==> src/hdl/cpualu_pkg.sv <==
// package for the cpu alu and bit-operation datapath
// assumes one clock, REF_CLK at 10 MHz, and a sequencer that issues one op at a time
package cpualu_pkg;
	// clock period in ns
	localparam int CLK_PERIOD_NS = 100;
	// short-direct window bounds
	localparam logic [15:0] SADDR_LOW  = 16'hFE20;
	localparam logic [15:0] SADDR_HIGH = 16'hFF1F;
	// status word bit positions
	localparam int PSW_CY_BIT = 0;
	localparam int PSW_AC_BIT = 4;
	localparam int PSW_Z_BIT  = 6;
	// reset values
	localparam logic [7:0]  PSW_RESET = 8'h02;
	localparam logic [15:0] AX_RESET  = 16'h0000;
	// clock counts: short form (internal ram / no data) and long form
	localparam logic [4:0] CYC_SUB_IMM     = 5'd4;
	localparam logic [4:0] CYC_SUBB_SADDR  = 5'd6;
	localparam logic [4:0] CYC_SUBB_SADDRL = 5'd8;
	localparam logic [4:0] CYC_LOGIC_IDX   = 5'd8;
	localparam logic [4:0] CYC_LOGIC_IDXL  = 5'd9;
	localparam logic [4:0] CYC_WORD        = 5'd6;
	localparam logic [4:0] CYC_MUL         = 5'd16;
	localparam logic [4:0] CYC_DIV         = 5'd25;
	localparam logic [4:0] CYC_INC_MEM     = 5'd4;
	localparam logic [4:0] CYC_INC_MEML    = 5'd6;
	localparam logic [4:0] CYC_ROT         = 5'd2;
	localparam logic [4:0] CYC_NIB         = 5'd10;
	localparam logic [4:0] CYC_NIBL        = 5'd12;
	localparam logic [4:0] CYC_ADJ         = 5'd4;
	localparam logic [4:0] CYC_BIT_HL      = 5'd6;
	localparam logic [4:0] CYC_BIT_HLL     = 5'd7;
	localparam logic [4:0] CYC_BITSET      = 5'd4;
	localparam logic [4:0] CYC_BITSETL     = 5'd6;
	localparam logic [4:0] CYC_PSWBIT      = 5'd6;
	localparam logic [4:0] CYC_CARRY       = 5'd2;
	// divider steps
	localparam int DIV_STEPS = 16;

	// operation codes
	typedef enum logic [4:0] {
		CPUALU_SUB, CPUALU_SUBB, CPUALU_AND, CPUALU_OR, CPUALU_XOR, CPUALU_CMP,
		CPUALU_WADD, CPUALU_WSUB, CPUALU_WCMP, CPUALU_MUL, CPUALU_DIV,
		CPUALU_INC, CPUALU_DEC, CPUALU_ROR, CPUALU_ROL, CPUALU_RTCR, CPUALU_RTCL,
		CPUALU_NIBR, CPUALU_NIBL, CPUALU_ADJA, CPUALU_ADJS,
		CPUALU_BMOVC, CPUALU_BMOVB, CPUALU_BAND, CPUALU_BOR, CPUALU_BXOR,
		CPUALU_BSET, CPUALU_BCLR, CPUALU_CSET, CPUALU_CCLR, CPUALU_CNOT
	} cpualu_op_t;

	// operand source class, decides short or long count
	typedef enum logic [2:0] {
		CPUALU_SRC_NONE, CPUALU_SRC_REG, CPUALU_SRC_IMM, CPUALU_SRC_SADDR,
		CPUALU_SRC_SFR, CPUALU_SRC_PSW, CPUALU_SRC_HL, CPUALU_SRC_IDX
	} cpualu_src_t;

	// request from the sequencer
	typedef struct packed {
		cpualu_op_t  op;
		cpualu_src_t src;
		logic        hiram;
		logic [7:0]  opa;
		logic [7:0]  opb;
		logic [15:0] wimm;
		logic [15:0] addr;
		logic [2:0]  bitsel;
	} cpualu_req_t;

	// result to the sequencer
	typedef struct packed {
		logic [7:0]  res;
		logic        res_we;
		logic [7:0]  res2;
		logic        res2_we;
		logic [4:0]  cycles;
		logic        addr_err;
	} cpualu_rsp_t;
endpackage : cpualu_pkg

==> src/hdl/cpualu_divider.sv <==
// restoring 16 by 8 unsigned divider, one quotient bit per cycle
// assumes the caller holds start for one cycle and waits for done
`timescale 1ns/100ps
`default_nettype none
module cpualu_divider #(
	parameter int STEPS = cpualu_pkg::DIV_STEPS
) (
	// clock and reset
	input  wire logic        clk,
	input  wire logic        rst,
	input  wire logic        ce,
	// request
	input  wire logic        start,
	input  wire logic [15:0] dividend,
	input  wire logic [7:0]  divisor,
	// result
	output logic             done,
	output logic [15:0]      quotient,
	output logic [7:0]       remainder
);
	logic [4:0]  count;   // steps still to run
	logic [8:0]  rem;     // partial remainder
	logic [15:0] quo;     // shifting quotient
	logic [8:0]  trial;   // trial remainder
	logic        busy;    // iteration running
	logic [7:0]  dvs;     // divisor held for the whole run

	// trial subtract of the next shifted remainder
	always_comb
	begin
		trial = {rem[7:0], quo[15]} - {1'b0, dvs};
	end

	// iteration; divide by zero gives all ones quotient and dividend low byte
	always_ff @(posedge clk or posedge rst)
	begin
		if (rst)
		begin
			count <= 5'd0;
			rem   <= 9'h000;
			quo   <= 16'h0000;
			busy  <= 1'b0;
			dvs   <= 8'h00;
			done  <= 1'b0;
		end
		else if (ce)
		begin
			done <= 1'b0;
			if (start)
			begin
				count <= 5'(STEPS);
				rem   <= 9'h000;
				quo   <= dividend;
				busy  <= 1'b1;
				dvs   <= divisor; // request may change after it is taken
			end
			else if (busy)
			begin
				// shift in a quotient bit
				if (!trial[8] || (dvs == 8'h00))
				begin
					rem <= trial;
					quo <= {quo[14:0], 1'b1};
				end
				else
				begin
					rem <= {rem[7:0], quo[15]};
					quo <= {quo[14:0], 1'b0};
				end
				count <= count - 5'd1;
				if (count == 5'd1)
				begin
					busy <= 1'b0;
					done <= 1'b1;
				end
			end
		end
	end

	// outputs straight from the iteration registers
	assign quotient  = quo;
	assign remainder = rem[7:0];
endmodule // cpualu_divider
`default_nettype wire

==> src/hdl/cpualu_cycle_timer.sv <==
// counts out the clock budget of one instruction
// assumes load is a single-cycle pulse and busy is read by the top
`timescale 1ns/100ps
`default_nettype none
module cpualu_cycle_timer (
	// clock and reset
	input  wire logic       clk,
	input  wire logic       rst,
	input  wire logic       ce,
	// control
	input  wire logic       load,
	input  wire logic [4:0] cycles,
	// status
	output logic            busy,
	output logic            last
);
	logic [4:0] remain;   // cycles left including the current one

	// down counter, loaded with the budget less one
	always_ff @(posedge clk or posedge rst)
	begin
		if (rst)
			remain <= 5'd0;
		else if (ce)
		begin
			if (load)
				remain <= cycles - 5'd1;
			else if (remain != 5'd0)
				remain <= remain - 5'd1;
		end
	end

	// busy while cycles remain, last on the final one
	assign busy = (remain != 5'd0);
	assign last = (remain == 5'd1);
endmodule // cpualu_cycle_timer
`default_nettype wire

==> src/hdl/cpualu_core.sv <==
// top of the cpu alu and bit-operation datapath
// assumes the sequencer fetches operands, writes results back and waits for DONE
//
// What this block does
// - subtract, write difference, set Z AC CY
// - subtract with borrow also deducts carry
// - word add/sub/compare on accumulator pair
// - multiply A by X into pair, flags kept
// - divide pair by C, remainder into C
// - increment/decrement set Z AC, keep carry
// - rotates move one bit, carry per kind
// - nibble rotates between A and pointer byte
// - decimal adjust after addition
// - decimal adjust after subtraction
// - carry bit transfer to and from bit
// - carry AND OR XOR with bit
// - set or clear a byte bit
// - status word bit ops change flags directly
// - set, clear, invert carry in 2 clocks
// - short count for fast ram or none
// - one count is one cpu clock
// - flags: result, unaffected, or forced
// - short-direct address within FE20 to FF1F
`timescale 1ns/100ps
`default_nettype none
module cpualu_core (
	// clock, reset, enable
	input  wire logic                 REF_CLK,
	input  wire logic                 RESET,
	input  wire logic                 CE,
	// request from the sequencer
	input  wire logic                 START,
	input  wire cpualu_pkg::cpualu_req_t REQ,
	// answer to the sequencer
	output logic                      BUSY,
	output logic                      DONE,
	output cpualu_pkg::cpualu_rsp_t   RSP,
	// architectural state held here
	output logic [15:0]               AX,
	output logic [7:0]                STATUS_WORD
);
	logic [7:0]  next_res;        // byte result
	logic        next_res_we;     // byte result written back
	logic [7:0]  next_res2;       // second byte result
	logic        next_res2_we;    // second result written back
	logic [15:0] next_ax;         // accumulator pair next
	logic [7:0]  next_psw;        // status word next
	logic [4:0]  next_cycles;     // clock budget
	logic [8:0]  diff;            // byte difference with borrow
	logic [4:0]  ldiff;           // low nibble difference
	logic [16:0] wsum;            // word sum or difference
	logic [4:0]  wlow;            // low nibble of word op
	logic        cy;              // current carry flag
	logic        ac;              // current half-carry flag
	logic        bsel;            // selected bit value
	logic [7:0]  adj;             // decimal adjust value
	logic        adj_cy;          // decimal adjust carry out
	logic        long_form;       // operand outside fast ram
	logic        div_start;       // kick the divider
	logic        div_done;        // divider finished
	logic [15:0] div_q;           // quotient
	logic [7:0]  div_r;           // remainder
	logic        div_pend;        // divide in flight
	logic        tmr_busy;        // timer still counting
	logic        tmr_last;        // final timer cycle
	logic        in_saddr;        // address within short-direct window
	logic        sel_short;       // short-direct operand in use
	logic [15:0] mul_prod;        // multiply product

	assign cy = STATUS_WORD[cpualu_pkg::PSW_CY_BIT];
	assign ac = STATUS_WORD[cpualu_pkg::PSW_AC_BIT];
	assign bsel = (REQ.src == cpualu_pkg::CPUALU_SRC_PSW) ? STATUS_WORD[REQ.bitsel] : REQ.opb[REQ.bitsel];
	assign mul_prod = {8'h00, AX[15:8]} * {8'h00, AX[7:0]}; // A times X

	// short-direct window check
	assign sel_short = (REQ.src == cpualu_pkg::CPUALU_SRC_SADDR);
	assign in_saddr = (REQ.addr >= cpualu_pkg::SADDR_LOW) && (REQ.addr <= cpualu_pkg::SADDR_HIGH);

	// long count whenever the access is not to fast ram
	assign long_form = !REQ.hiram && (REQ.src != cpualu_pkg::CPUALU_SRC_NONE)
		&& (REQ.src != cpualu_pkg::CPUALU_SRC_REG) && (REQ.src != cpualu_pkg::CPUALU_SRC_IMM);

	// borrow chain; carry is unsigned borrow from bit 7, half from bit 3
	always_comb
	begin
		logic sub_in;
		sub_in = (REQ.op == cpualu_pkg::CPUALU_SUBB) && cy;
		diff  = {1'b0, REQ.opa} - {1'b0, REQ.opb} - {8'h00, sub_in};
		ldiff = {1'b0, REQ.opa[3:0]} - {1'b0, REQ.opb[3:0]} - {4'h0, sub_in};
	end

	// word add or subtract with an immediate
	always_comb
	begin
		if (REQ.op == cpualu_pkg::CPUALU_WADD)
		begin
			wsum = {1'b0, AX} + {1'b0, REQ.wimm};
			wlow = {1'b0, AX[3:0]} + {1'b0, REQ.wimm[3:0]};
		end
		else
		begin
			wsum = {1'b0, AX} - {1'b0, REQ.wimm};
			wlow = {1'b0, AX[3:0]} - {1'b0, REQ.wimm[3:0]};
		end
	end

	// decimal adjust for add or subtract on A
	always_comb
	begin
		logic lo_fix;
		logic hi_fix;
		lo_fix = ac || (REQ.op == cpualu_pkg::CPUALU_ADJA && AX[11:8] > 4'h9);
		hi_fix = cy || (REQ.op == cpualu_pkg::CPUALU_ADJA && AX[15:8] > 8'h99);
		adj = {(hi_fix ? 4'h6 : 4'h0), (lo_fix ? 4'h6 : 4'h0)};
		adj_cy = hi_fix;
	end

	// main operation decode
	always_comb
	begin
		logic [7:0] r;
		r = 8'h00;
		next_res = 8'h00;
		next_res_we = 1'b0;
		next_res2 = 8'h00;
		next_res2_we = 1'b0;
		next_ax = AX;
		next_psw = STATUS_WORD;
		next_cycles = cpualu_pkg::CYC_CARRY;
		div_start = 1'b0;
		unique case (REQ.op)
			cpualu_pkg::CPUALU_SUB, cpualu_pkg::CPUALU_SUBB, cpualu_pkg::CPUALU_CMP:
			begin
				// difference written except for compare
				next_res = diff[7:0];
				next_res_we = (REQ.op != cpualu_pkg::CPUALU_CMP);
				next_psw[cpualu_pkg::PSW_Z_BIT] = (diff[7:0] == 8'h00);
				next_psw[cpualu_pkg::PSW_AC_BIT] = ldiff[4];
				next_psw[cpualu_pkg::PSW_CY_BIT] = diff[8];
				if (sel_short)
					next_cycles = long_form ? cpualu_pkg::CYC_SUBB_SADDRL : cpualu_pkg::CYC_SUBB_SADDR;
				else if (REQ.src == cpualu_pkg::CPUALU_SRC_IDX)
					next_cycles = long_form ? cpualu_pkg::CYC_LOGIC_IDXL : cpualu_pkg::CYC_LOGIC_IDX;
				else
					next_cycles = cpualu_pkg::CYC_SUB_IMM;
			end
			cpualu_pkg::CPUALU_AND, cpualu_pkg::CPUALU_OR, cpualu_pkg::CPUALU_XOR:
			begin
				// logic ops touch only zero
				if (REQ.op == cpualu_pkg::CPUALU_AND)
					r = REQ.opa & REQ.opb;
				else if (REQ.op == cpualu_pkg::CPUALU_OR)
					r = REQ.opa | REQ.opb;
				else
					r = REQ.opa ^ REQ.opb;
				next_res = r;
				next_res_we = 1'b1;
				next_psw[cpualu_pkg::PSW_Z_BIT] = (r == 8'h00);
				if (REQ.src == cpualu_pkg::CPUALU_SRC_IDX)
					next_cycles = long_form ? cpualu_pkg::CYC_LOGIC_IDXL : cpualu_pkg::CYC_LOGIC_IDX;
				else
					next_cycles = cpualu_pkg::CYC_SUB_IMM;
			end
			cpualu_pkg::CPUALU_WADD, cpualu_pkg::CPUALU_WSUB, cpualu_pkg::CPUALU_WCMP:
			begin
				// word ops on the pair; compare keeps it
				if (REQ.op != cpualu_pkg::CPUALU_WCMP)
					next_ax = wsum[15:0];
				next_psw[cpualu_pkg::PSW_Z_BIT] = (wsum[15:0] == 16'h0000);
				next_psw[cpualu_pkg::PSW_AC_BIT] = wlow[4];
				next_psw[cpualu_pkg::PSW_CY_BIT] = wsum[16];
				next_cycles = cpualu_pkg::CYC_WORD;
			end
			cpualu_pkg::CPUALU_MUL:
			begin
				// product of A and X, flags kept
				next_ax = mul_prod;
				next_cycles = cpualu_pkg::CYC_MUL;
			end
			cpualu_pkg::CPUALU_DIV:
			begin
				// result lands when the divider finishes
				div_start = 1'b1;
				next_cycles = cpualu_pkg::CYC_DIV;
			end
			cpualu_pkg::CPUALU_INC, cpualu_pkg::CPUALU_DEC:
			begin
				// carry left alone
				if (REQ.op == cpualu_pkg::CPUALU_INC)
				begin
					r = REQ.opa + 8'h01;
					next_psw[cpualu_pkg::PSW_AC_BIT] = (REQ.opa[3:0] == 4'hF);
				end
				else
				begin
					r = REQ.opa - 8'h01;
					next_psw[cpualu_pkg::PSW_AC_BIT] = (REQ.opa[3:0] == 4'h0);
				end
				next_res = r;
				next_res_we = 1'b1;
				next_psw[cpualu_pkg::PSW_Z_BIT] = (r == 8'h00);
				if (sel_short)
					next_cycles = long_form ? cpualu_pkg::CYC_INC_MEML : cpualu_pkg::CYC_INC_MEM;
				else
					next_cycles = cpualu_pkg::CYC_ROT;
			end
			cpualu_pkg::CPUALU_ROR, cpualu_pkg::CPUALU_ROL, cpualu_pkg::CPUALU_RTCR, cpualu_pkg::CPUALU_RTCL:
			begin
				// one-bit rotates of A
				unique case (REQ.op)
					cpualu_pkg::CPUALU_ROR:  r = {AX[8], AX[15:9]};
					cpualu_pkg::CPUALU_ROL:  r = {AX[14:8], AX[15]};
					cpualu_pkg::CPUALU_RTCR: r = {cy, AX[15:9]};
					default:                 r = {AX[14:8], cy};
				endcase
				next_ax[15:8] = r;
				next_psw[cpualu_pkg::PSW_CY_BIT] = (REQ.op == cpualu_pkg::CPUALU_ROR
					|| REQ.op == cpualu_pkg::CPUALU_RTCR) ? AX[8] : AX[15];
				next_cycles = cpualu_pkg::CYC_ROT;
			end
			cpualu_pkg::CPUALU_NIBR, cpualu_pkg::CPUALU_NIBL:
			begin
				// opa is the pointer byte; A low nibble swaps through
				if (REQ.op == cpualu_pkg::CPUALU_NIBR)
				begin
					next_ax[11:8] = REQ.opa[3:0];
					next_res = {AX[11:8], REQ.opa[7:4]};
				end
				else
				begin
					next_ax[11:8] = REQ.opa[7:4];
					next_res = {REQ.opa[3:0], AX[11:8]};
				end
				next_res_we = 1'b1;
				next_cycles = long_form ? cpualu_pkg::CYC_NIBL : cpualu_pkg::CYC_NIB;
			end
			cpualu_pkg::CPUALU_ADJA, cpualu_pkg::CPUALU_ADJS:
			begin
				// bcd correction of A
				if (REQ.op == cpualu_pkg::CPUALU_ADJA)
					r = AX[15:8] + adj;
				else
					r = AX[15:8] - adj;
				next_ax[15:8] = r;
				next_psw[cpualu_pkg::PSW_Z_BIT] = (r == 8'h00);
				next_psw[cpualu_pkg::PSW_AC_BIT] = 1'b0;
				next_psw[cpualu_pkg::PSW_CY_BIT] = adj_cy;
				next_cycles = cpualu_pkg::CYC_ADJ;
			end
			cpualu_pkg::CPUALU_BMOVC, cpualu_pkg::CPUALU_BAND, cpualu_pkg::CPUALU_BOR, cpualu_pkg::CPUALU_BXOR:
			begin
				// carry combined with selected bit
				unique case (REQ.op)
					cpualu_pkg::CPUALU_BMOVC: next_psw[cpualu_pkg::PSW_CY_BIT] = bsel;
					cpualu_pkg::CPUALU_BAND:  next_psw[cpualu_pkg::PSW_CY_BIT] = cy & bsel;
					cpualu_pkg::CPUALU_BOR:   next_psw[cpualu_pkg::PSW_CY_BIT] = cy | bsel;
					default:                  next_psw[cpualu_pkg::PSW_CY_BIT] = cy ^ bsel;
				endcase
				next_cycles = long_form ? cpualu_pkg::CYC_BIT_HLL : cpualu_pkg::CYC_BIT_HL;
			end
			cpualu_pkg::CPUALU_BMOVB, cpualu_pkg::CPUALU_BSET, cpualu_pkg::CPUALU_BCLR:
			begin
				// write carry or a constant into the selected bit
				r = (REQ.src == cpualu_pkg::CPUALU_SRC_PSW) ? STATUS_WORD : REQ.opb; // status bits edit the live word
				r[REQ.bitsel] = (REQ.op == cpualu_pkg::CPUALU_BMOVB) ? cy
					: (REQ.op == cpualu_pkg::CPUALU_BSET);
				if (REQ.src == cpualu_pkg::CPUALU_SRC_PSW)
				begin
					next_psw = r;
					next_cycles = cpualu_pkg::CYC_PSWBIT;
				end
				else
				begin
					next_res = r;
					next_res_we = 1'b1;
					next_cycles = long_form ? cpualu_pkg::CYC_BITSETL : cpualu_pkg::CYC_BITSET;
				end
			end
			default:
			begin
				// dedicated carry ops
				if (REQ.op == cpualu_pkg::CPUALU_CSET)
					next_psw[cpualu_pkg::PSW_CY_BIT] = 1'b1;
				else if (REQ.op == cpualu_pkg::CPUALU_CCLR)
					next_psw[cpualu_pkg::PSW_CY_BIT] = 1'b0;
				else
					next_psw[cpualu_pkg::PSW_CY_BIT] = !cy;
				next_cycles = cpualu_pkg::CYC_CARRY;
			end
		endcase
	end

	// divider for the word by byte divide
	cpualu_divider #(
		.STEPS(cpualu_pkg::DIV_STEPS)
	) u_div (
		.clk(REF_CLK),
		.rst(RESET),
		.ce(CE),
		.start(START && !BUSY && div_start),
		.dividend(AX),
		.divisor(REQ.opb),
		.done(div_done),
		.quotient(div_q),
		.remainder(div_r)
	);

	// instruction clock budget, one count per clock
	cpualu_cycle_timer u_tmr (
		.clk(REF_CLK),
		.rst(RESET),
		.ce(CE),
		.load(START && !BUSY),
		.cycles(next_cycles),
		.busy(tmr_busy),
		.last(tmr_last)
	);

	assign BUSY = tmr_busy;
	assign DONE = tmr_last;

	// architectural state and answer capture
	always_ff @(posedge REF_CLK or posedge RESET)
	begin
		if (RESET)
		begin
			AX <= cpualu_pkg::AX_RESET;
			STATUS_WORD <= cpualu_pkg::PSW_RESET;
			RSP <= '0;
			div_pend <= 1'b0;
		end
		else if (CE)
		begin
			if (START && !BUSY)
			begin
				AX <= next_ax;
				STATUS_WORD <= next_psw;
				RSP.res <= next_res;
				RSP.res_we <= next_res_we;
				RSP.res2 <= next_res2;
				RSP.res2_we <= next_res2_we;
				RSP.cycles <= next_cycles;
				RSP.addr_err <= sel_short && !in_saddr;
				div_pend <= div_start;
			end
			else if (div_done && div_pend)
			begin
				// quotient into pair, remainder back to C
				AX <= div_q;
				RSP.res2 <= div_r;
				RSP.res2_we <= 1'b1;
				div_pend <= 1'b0;
			end
		end
	end
endmodule // cpualu_core
`default_nettype wire

==> config.mk <==
export PLATFORM = sky130hd
export DESIGN_NAME = cpualu_core
export DESIGN_NICKNAME = d
export VERILOG_FILES = /design/src/hdl/cpualu_pkg.sv /design/src/hdl/cpualu_divider.sv /design/src/hdl/cpualu_cycle_timer.sv /design/src/hdl/cpualu_core.sv
export SDC_FILE = /design/constraint.sdc
export NUM_CORES = 1
export LEC_CHECK = 0
export BUFFER_PORTS_ARGS = -buffer_cell sky130_fd_sc_hd__buf_2
export CORE_AREA = 3 3 139 141
export CTS_CLUSTER_DIAMETER = 50
export DETAILED_ROUTE_END_ITERATION = 6
export DIE_AREA = 0 0 142 144
export PLACE_DENSITY_LB_ADDON = 0.15
export SLEW_MARGIN = 20
export SYNTH_ARGS = -nofsm -noshare
export SYNTH_HDL_FRONTEND = slang
export SYNTH_SLANG_ARGS = --single-unit
export TNS_END_PERCENT = 10
==> constraint.sdc <==
create_clock -name REF_CLK -period 7 [get_ports REF_CLK]
set_input_delay 0.35 -clock REF_CLK [delete_from_list [all_inputs] [get_ports REF_CLK]]
set_output_delay 0.35 -clock REF_CLK [all_outputs]
set_load 0.02 [all_outputs]
==> flow_summary_export.csv, run 1 <==
group,metric,value,unit
timing,clock_skew,0.0117,ns
synthesis,synth_nets,1657,
synthesis,async_flop_share,100,%
detailed_routing,firstDrtPassIters,5,
critical_path,start_kind,"flop",
timing,hold_viol_final,0,
power,vdd_drop_max,136,uV
clock_tree,cts-root-buf,"clkbuf_16",
placed_design,place_hpwl,26.0,mm
synthesis,netlist_instances,1438,
timing,fmax,0.179,GHz
clock_tree,cts_buffers,9,
clock_tree,clk_path_buf_depth,2,
die,rows,49,
synthesis,syn_avg_cell_area,7.85,um2
synthesis,yosysSeqAreaShare,20.6,%
timing,relSlewSlack,32.7,%
critical_path,critPathKind,"reg2reg",
synthesis,synth_top_area_share,20.4,%
timing,finalSetupViolations,0,
timing,rsz0062_at_grt,"false",
clock_tree,path_clk_slew,0.07,ns
detailed_routing,vias,11100,
detailed_routing,viasPerCell,6.36,
timing,worst_pin_slew,1.01,ns
synthesis,synth_area_leader_cell,"dfrtp_1",
detailed_routing,postRouteWirelength,34.0,mm
critical_path,critPathMaxFanout,12,
detailed_routing,wl_met3,2.53,mm
finish,mostFrequentLayoutCells,"nand2_1 (145), inv_1 (115), ha_1 (113), buf_2 (108)",
worst_hold_path,hold_class,"in2async",
power,p_leak,5.95,nW
run,maxCapViolCount,0,
global_routing,overflow,0,
finish,drive_gt1_share,11.8,%
timing,period_minus_slack,5.58,ns
die,die_area,20400,um2
die,ios,114,
detailed_routing,wl_per_cell,19.5,um
timing,fin_tns_setup,0,ns
critical_path,crit_arrival,5.87,ns
synthesis,yosysWarnings,0,
die,coreArea,18100,um2
die,start_util,62.4,%
clock_tree,cts_hold_buffers,0,
timing,fin_crit_sh,79.7,%
detailed_routing,wl_met2,16.0,mm
global_routing,grt_pass1_vias,10586,
detailed_routing,drt-met1-wl,13.8,mm
clock_tree,htree_levels,3,
synthesis,synthTopCellsByArea,"dfrtp_1 (20%), ha_1 (13%), fa_1 (7.4%), nand2_1 (4.8%), a21oi_1 (4.7%)",
die,fp.dieW,142,um
critical_path,endpoint_kind,"flop",
finish,area_growth,9.42,%
finish,fillers,1586,
clock_tree,cts_sinks,93,
placed_design,port_buffers,108,
power,powerDensity,183,nW/um2
global_routing,grt_pass1_wl,54.3,mm
synthesis,yosysUniqueCellTypes,76,
timing,slew_viol_final,0,
critical_path,cp.required,7.29,ns
detailed_routing,drtAntennaViolNets,0,
global_routing,grtUsageTotal,33.1,%
timing,worst_hold_slack,0.00738,ns
finish,seqCellArea,2330,um2
synthesis,syn_area,11300,um2
finish,multi_input_area,8260,um2
clock_tree,cts_tree,"done",
global_routing,grt_max_degree,62,
synthesis,synth_ff_type,"dfrtp_1",
die,die_h,144,um
finish,nets,1728,
synthesis,synth_edf_count,0,
global_routing,antenna_found_initial,1,
placed_design,place_congestion,0.979,
synthesis,synth_seq_cells,93,
finish,layout_commonest_cell,"nand2_1",
clock_tree,clkLatencyLatePin,0.36,ns
run_status,outcome,"completed",
detailed_routing,drtIter0Drc,890,
clock_tree,cts_setup_buffers,0,
clock_tree,cts_resized,0,
detailed_routing,top_layer,"met5",
detailed_routing,drc,0,
==> flip-flops by register name (all words and copies together), names as in the netlist <==
signal,cells
u_div.busy,1
STATUS_WORD,8
u_div.done,1
u_tmr.remain,5
u_div.quotient,16
AX,16
div_pend,1
u_div.dvs,8
u_div.count,5
RSP,24
u_div.rem,8
==> cells by family (layout without fill, tap and decap cells) <==
group,Yosys count,in the layout,synth area share [%]
fa+ha+maj,156,156,20.1
mux,49,49,4.43
compound gates,397,397,22.0
simple gates,484,484,21.1
other cells,0,1,0
buf+inv,190,266,6.38
xor+xnor,69,69,5.35
flops,93,93,20.6
==> critical path, cell delays in order, from the launching register on <==
cell	delay, ns
dfrtp_1	0.66
nand2_1	0.17
fa_1	0.54
fa_1	0.55
inv_1	0.05
fa_1	0.53
inv_1	0.05
fa_1	0.54
inv_1	0.04
ha_1	0.36
and3_1	0.20
a221o_1	0.34
or4_1	0.45
a31oi_1	0.32
mux2i_1	0.23
a21oi_1	0.08
o311ai_1	0.26
o21a_1	0.15
==> final cells by class <==
| class | count | area share [%] |
|---|---|---|
| inverters | 119 | 3.64 |
| well taps | 229 | 2.32 |
| clock buffers | 9 | 1.82 |
| repair buffers | 131 | 5.77 |
| flip-flops and latches | 93 | 18.8 |
| diodes | 1 | 0.0203 |
| clock inverters | 7 | 0.739 |
| multi-input cells | 1155 | 66.8 |
==> metal layers <==
layer | vias up | global-route usage (%)
met5 | - | 0
met3 | 111 | 5.06
met2 | 541 | 55.5
met4 | 2 | 14.4
li1 | 5218 | -
met1 | 5228 | 42.7
==> cells in the mapped netlist, types with 14 or more instances <==
master / count
nand2b_1: 22
o21ai_0: 92
nand2_1: 145
nor3_1: 36
ha_1: 113
xnor2_1: 40
mux2i_1: 41
a21o_1: 15
inv_1: 116
or3_1: 15
dfrtp_1: 92
o21ai_1: 27
a31oi_1: 14
nand3_1: 34
and2_1: 55
a21oi_1: 105
xor2_1: 29
fa_1: 42
o22ai_1: 16
nor2b_1: 19
a211oi_1: 19
clkbuf_1: 62
nor2_1: 105
==> final timing paths <==
check	startpoint	endpoint	slack [ns]	cells after the start
setup / recovery	AX[7]$_DFFE_PP0P_	AX[12]$_DFFE_PP0P_	1.42	17
hold reg to reg	RSP[1]$_DFFE_PP0P_	RSP[1]$_DFFE_PP0P_	0.48	2
hold / removal	RESET	u_div.count[3]$_DFFE_PP0P_	0.007	2
setup reg to reg	AX[7]$_DFFE_PP0P_	AX[12]$_DFFE_PP0P_	1.42	17
max in group asynchronous	RESET	RSP[18]$_DFFE_PP0P_	5.87	3
min in group REF_CLK	CE	u_tmr.remain[3]$_DFFE_PP0P_	0.36	2
==> where the power goes <==
group / total [mW] / switching, mW / internal, mW
registers: 0.711 / 0.105 / 0.606
logic: 1.01 / 0.628 / 0.383
clock network: 0.534 / 0.247 / 0.286
total: 2.26 / 0.980 / 1.28
==> metrics by stage <==
step,util (%),power [mW],cell area [um2],cells,worst slack [ns]
6_report,68.3,2.26,12400,1744,1.42
5_1_grt,68.3,2.38,12400,1743,1.22
4_1_cts,68.3,2.24,12300,1743,1.50
3_5_place_dp,66.5,1.70,12000,1727,1.53
3_3_place_gp,66.5,1.68,12000,1727,1.61
2_1_floorplan,-,1.38,11300,1438,1.64
Power figures use the tool's default switching activity.
==> inputs of run 2 (changes only) <==
ABC_AREA = 1   (was not set)
CORE_AREA = 3 3 143 145   (was 3 3 139 141)
DIE_AREA = 0 0 146 148   (was 0 0 142 144)
clock period = 5.4 ns   (was 7 ns; I/O delays follow)
==> run 2 against run 1 <==
  * Clock skew is 0.0026 ns lower
  * Highest routed layer is now met4
  * Synthesized cell count is 28% higher
  * Routed wire length is 8.9% higher
  * Non-clock buffer count is 11 lower
  * Final cell count is 26% higher
  * Worst setup slack worse by 0.71 ns
  * Power grew to 4.0 times the previous value
  * Largest power group unchanged
  * Critical endpoint is now AX[13]$_DFFE_PP0P_
==> flow_summary_export.csv, run 2 <==
group,metric,value,unit
worst_hold_path,hold_depth,2,
detailed_routing,wl_per_cell,16.8,um
synthesis,netlist_instances,1844,
timing,hold_viol_final,0,
worst_hold_path,hold-path-endpoint,"u_div.done$_DFFE_PP0P_",
power,p_leak,7.24,nW
die,die_area,21600,um2
timing,rsz0062_at_grt,"false",
critical_path,crit_arrival,4.92,ns
critical_path,endpoint_kind,"flop",
power,vdd_drop_max,845,uV
finish,drive_gt1_share,9.73,%
synthesis,synth_edf_count,0,
critical_path,reg2reg_depth,17,
power,powerDensity,709,nW/um2
die,rows,51,
clock_tree,cts_buffers,9,
clock_tree,cts_sinks,93,
clock_tree,clk_path_buf_depth,2,
finish,area_growth,8.73,%
clock_tree,clkLatencyLatePin,0.35,ns
finish,largest_register,"RSP",
timing,period_minus_slack,4.69,ns
timing,clock_skew,0.00913,ns
placed_design,port_buffers,108,
global_routing,antenna_found_initial,1,
power,seq_power_share,14.3,%
finish,nets,2147,
synthesis,synth_top_area_share,19.5,%
timing,fin_tns_setup,0,ns
clock_tree,htree_levels,3,
critical_path,start_kind,"flop",
clock_tree,cts_resized,0,
timing,worst_pin_slew,1.01,ns
synthesis,yosysSeqAreaShare,19.7,%
critical_path,r2r_setup_slack,0.71,ns
detailed_routing,firstDrtPassIters,5,
finish,largest_reg_flops,24,
global_routing,grtUsageTotal,33.9,%
run,maxCapViolCount,0,
power,clockPowerShare,6.8,%
synthesis,async_flop_share,100,%
detailed_routing,drtAntennaViolNets,0,
critical_path,r2r-start,"AX[5]$_DFFE_PP0P_",
timing,setup_slack,0.713,ns
synthesis,synth_area_leader_cell,"dfrtp_1",
timing,fmax,0.213,GHz
global_routing,grt_pass1_vias,11485,
timing,fin_crit_sh,86.8,%
detailed_routing,viasPerCell,5.65,
placed_design,place_congestion,1.01,
die,fp.dieW,146,um
die,start_util,61.2,%
global_routing,grt_max_degree,60,
finish,layout_commonest_cell,"nand2_1",
finish,fin_cells,2199,
clock_tree,cts_tree,"done",
critical_path,critPathMaxFanout,12,
synthesis,synth_most_common_cell,"nand2_1",
worst_hold_path,hold_class,"in2reg",
placed_design,place_hpwl,29.4,mm
synthesis,yosysUniqueCellTypes,48,
die,ios,114,
power,netSwitchingFraction,58.2,%
timing,slew_viol_final,0,
clock_tree,path_clk_slew,0.07,ns
synthesis,synth_ff_type,"dfrtp_1",
synthesis,syn_avg_cell_area,6.41,um2
clock_tree,cts-root-buf,"clkbuf_16",
critical_path,cp.required,5.63,ns
power,p_sw,5.30,mW
synthesis,synthTopCellsByArea,"dfrtp_1 (19%), nand2_1 (16%), ha_1 (12%), inv_1 (10%), fa_1 (7.1%)",
power,intPower,3.81,mW
die,die_h,148,um
placed_design,numPlacedInstances,2181,
synthesis,synth_nets,2063,
critical_path,r2r-end,"AX[13]$_DFFE_PP0P_",
placed_design,pre_cts_slack,0.766,ns
die,coreArea,19300,um2
synthesis,syn_area,11800,um2
worst_hold_path,min_from,"CE",
synthesis,yosysWarnings,0,
global_routing,overflow,0,
timing,worst_hold_slack,0.172,ns
power,combPwrFrac,78.8,%
finish,mostFrequentLayoutCells,"nand2_1 (490), inv_1 (327), nor2_1 (140), o21ai_0 (129), nand3_1 (127)",
timing,relSlewSlack,32.7,%
detailed_routing,vias,12435,
detailed_routing,postRouteWirelength,37.0,mm
synthesis,synth_common_cells,"nand2_1 (490), inv_1 (328), nor2_1 (141), o21ai_0 (129), nand3_1 (127)",
detailed_routing,drc,0,
timing,finalSetupViolations,0,
finish,utilization,66.5,%
critical_path,critPathKind,"reg2reg",
detailed_routing,drtIter0Drc,1037,
run_status,outcome,"completed",
synthesis,synth_seq_cells,93,
global_routing,grt_pass1_wl,59.6,mm
==> run 2: cell count changes in the layout (fill, tap and decap cells not counted), sizes merged, moves of 18 or more <==
cell    previous run  this run
a21oi            106        86
and2              55         0
inv              122       347
mux2i             41         0
nand2            145       496
nand2b            22         0
nand3             34       129
nand4              4        26
nor2             105       157
nor2b             19         0
nor3              36        18
o21ai            120       146
xnor2             40        14
==> run 2: cell type report <==
class,instances,area [um2]
Clock buffer,11,243
Timing Repair Buffer,120,633
Multi-Input combinational cell,1358,7970
Antenna cell,1,2.50
Fill cell,1879,6480
Sequential cell,93,2330
Clock inverter,5,42.5
Inverter,346,1300
Tap cell,265,332
==> run 2: power groups by stage <==
stage / clock (mW) / combinational (mW) / sequential, mW
after floorplan: 0 / 5.22 / 1.30
after global placement: 0 / 7.00 / 1.30
after detailed placement: 0 / 7.10 / 1.30
after CTS: 0.622 / 7.17 / 1.30
after global routing: 0.656 / 8.25 / 1.34
final: 0.621 / 7.19 / 1.31
==> run 2: layer usage <==
layer | share of wire [%] | global-route usage, % | wire length, um
met5 | 0 | 0 | 0
met4 | 3.9 | 11.7 | 1450
met3 | 8.0 | 5.30 | 2960
met2 | 46 | 56.0 | 16900
met1 | 42 | 45.6 | 15600
==> run 2: how the worst max path moves through the flow <==
stage	start	to	slack, ns	cells after the start
detailed placement	AX[4]$_DFFE_PP0P_	AX[12]$_DFFE_PP0P_	0.77	17
floorplan	AX[10]$_DFFE_PP0P_	AX[9]$_DFFE_PP0P_	0.92	19
global route	AX[6]$_DFFE_PP0P_	AX[9]$_DFFE_PP0P_	0.41	18
global placement	AX[7]$_DFFE_PP0P_	AX[12]$_DFFE_PP0P_	0.78	18
CTS	AX[4]$_DFFE_PP0P_	AX[12]$_DFFE_PP0P_	0.73	18
finish	AX[5]$_DFFE_PP0P_	AX[13]$_DFFE_PP0P_	0.71	17
==> run 2: timing repair <==
action / 4_1_cts / 5_1_grt
setup endpoints to repair: 0 / 0
hold buffers: 1 / 0
buffers inserted: 0 / 0
endpoints found under the hold margin: 34 / 0
==> run 2: logic make-up (layout without fill, tap and decap cells) <==
| kind of cell | Yosys count | after routing | share of synthesized area, % |
|---|---|---|---|
| compound gates | 315 | 315 | 14.9 |
| xor+xnor | 40 | 40 | 2.96 |
| fa+ha+maj | 155 | 155 | 19.1 |
| buf+inv | 393 | 482 | 12.9 |
| flops | 93 | 93 | 19.7 |
| mux | 1 | 1 | 0.0952 |
| other cells | 0 | 1 | 0 |
| simple gates | 847 | 847 | 30.4 |
==> run 2: stage by stage <==
step	area [um2]	total power, mW
2_1_floorplan	11800	6.52
3_3_place_gp	12600	8.30
3_5_place_dp	12600	8.41
4_1_cts	12900	9.09
5_1_grt	12900	10.2
6_report	12900	9.11
==> run 2: worst max-delay path, cell delays in order (launching register included) <==
cell     delay (ns)
dfrtp_1        0.66
nand2_1        0.09
inv_1          0.08
fa_1           0.44
fa_1           0.54
fa_1           0.54
inv_1          0.05
fa_1           0.52
inv_1          0.04
ha_1           0.34
a21oi_1        0.23
o21ai_0        0.16
nand2_1        0.09
nand4_1        0.13
o21ai_0        0.38
nand3_1        0.12
nand2_1        0.08
o21ai_0        0.07
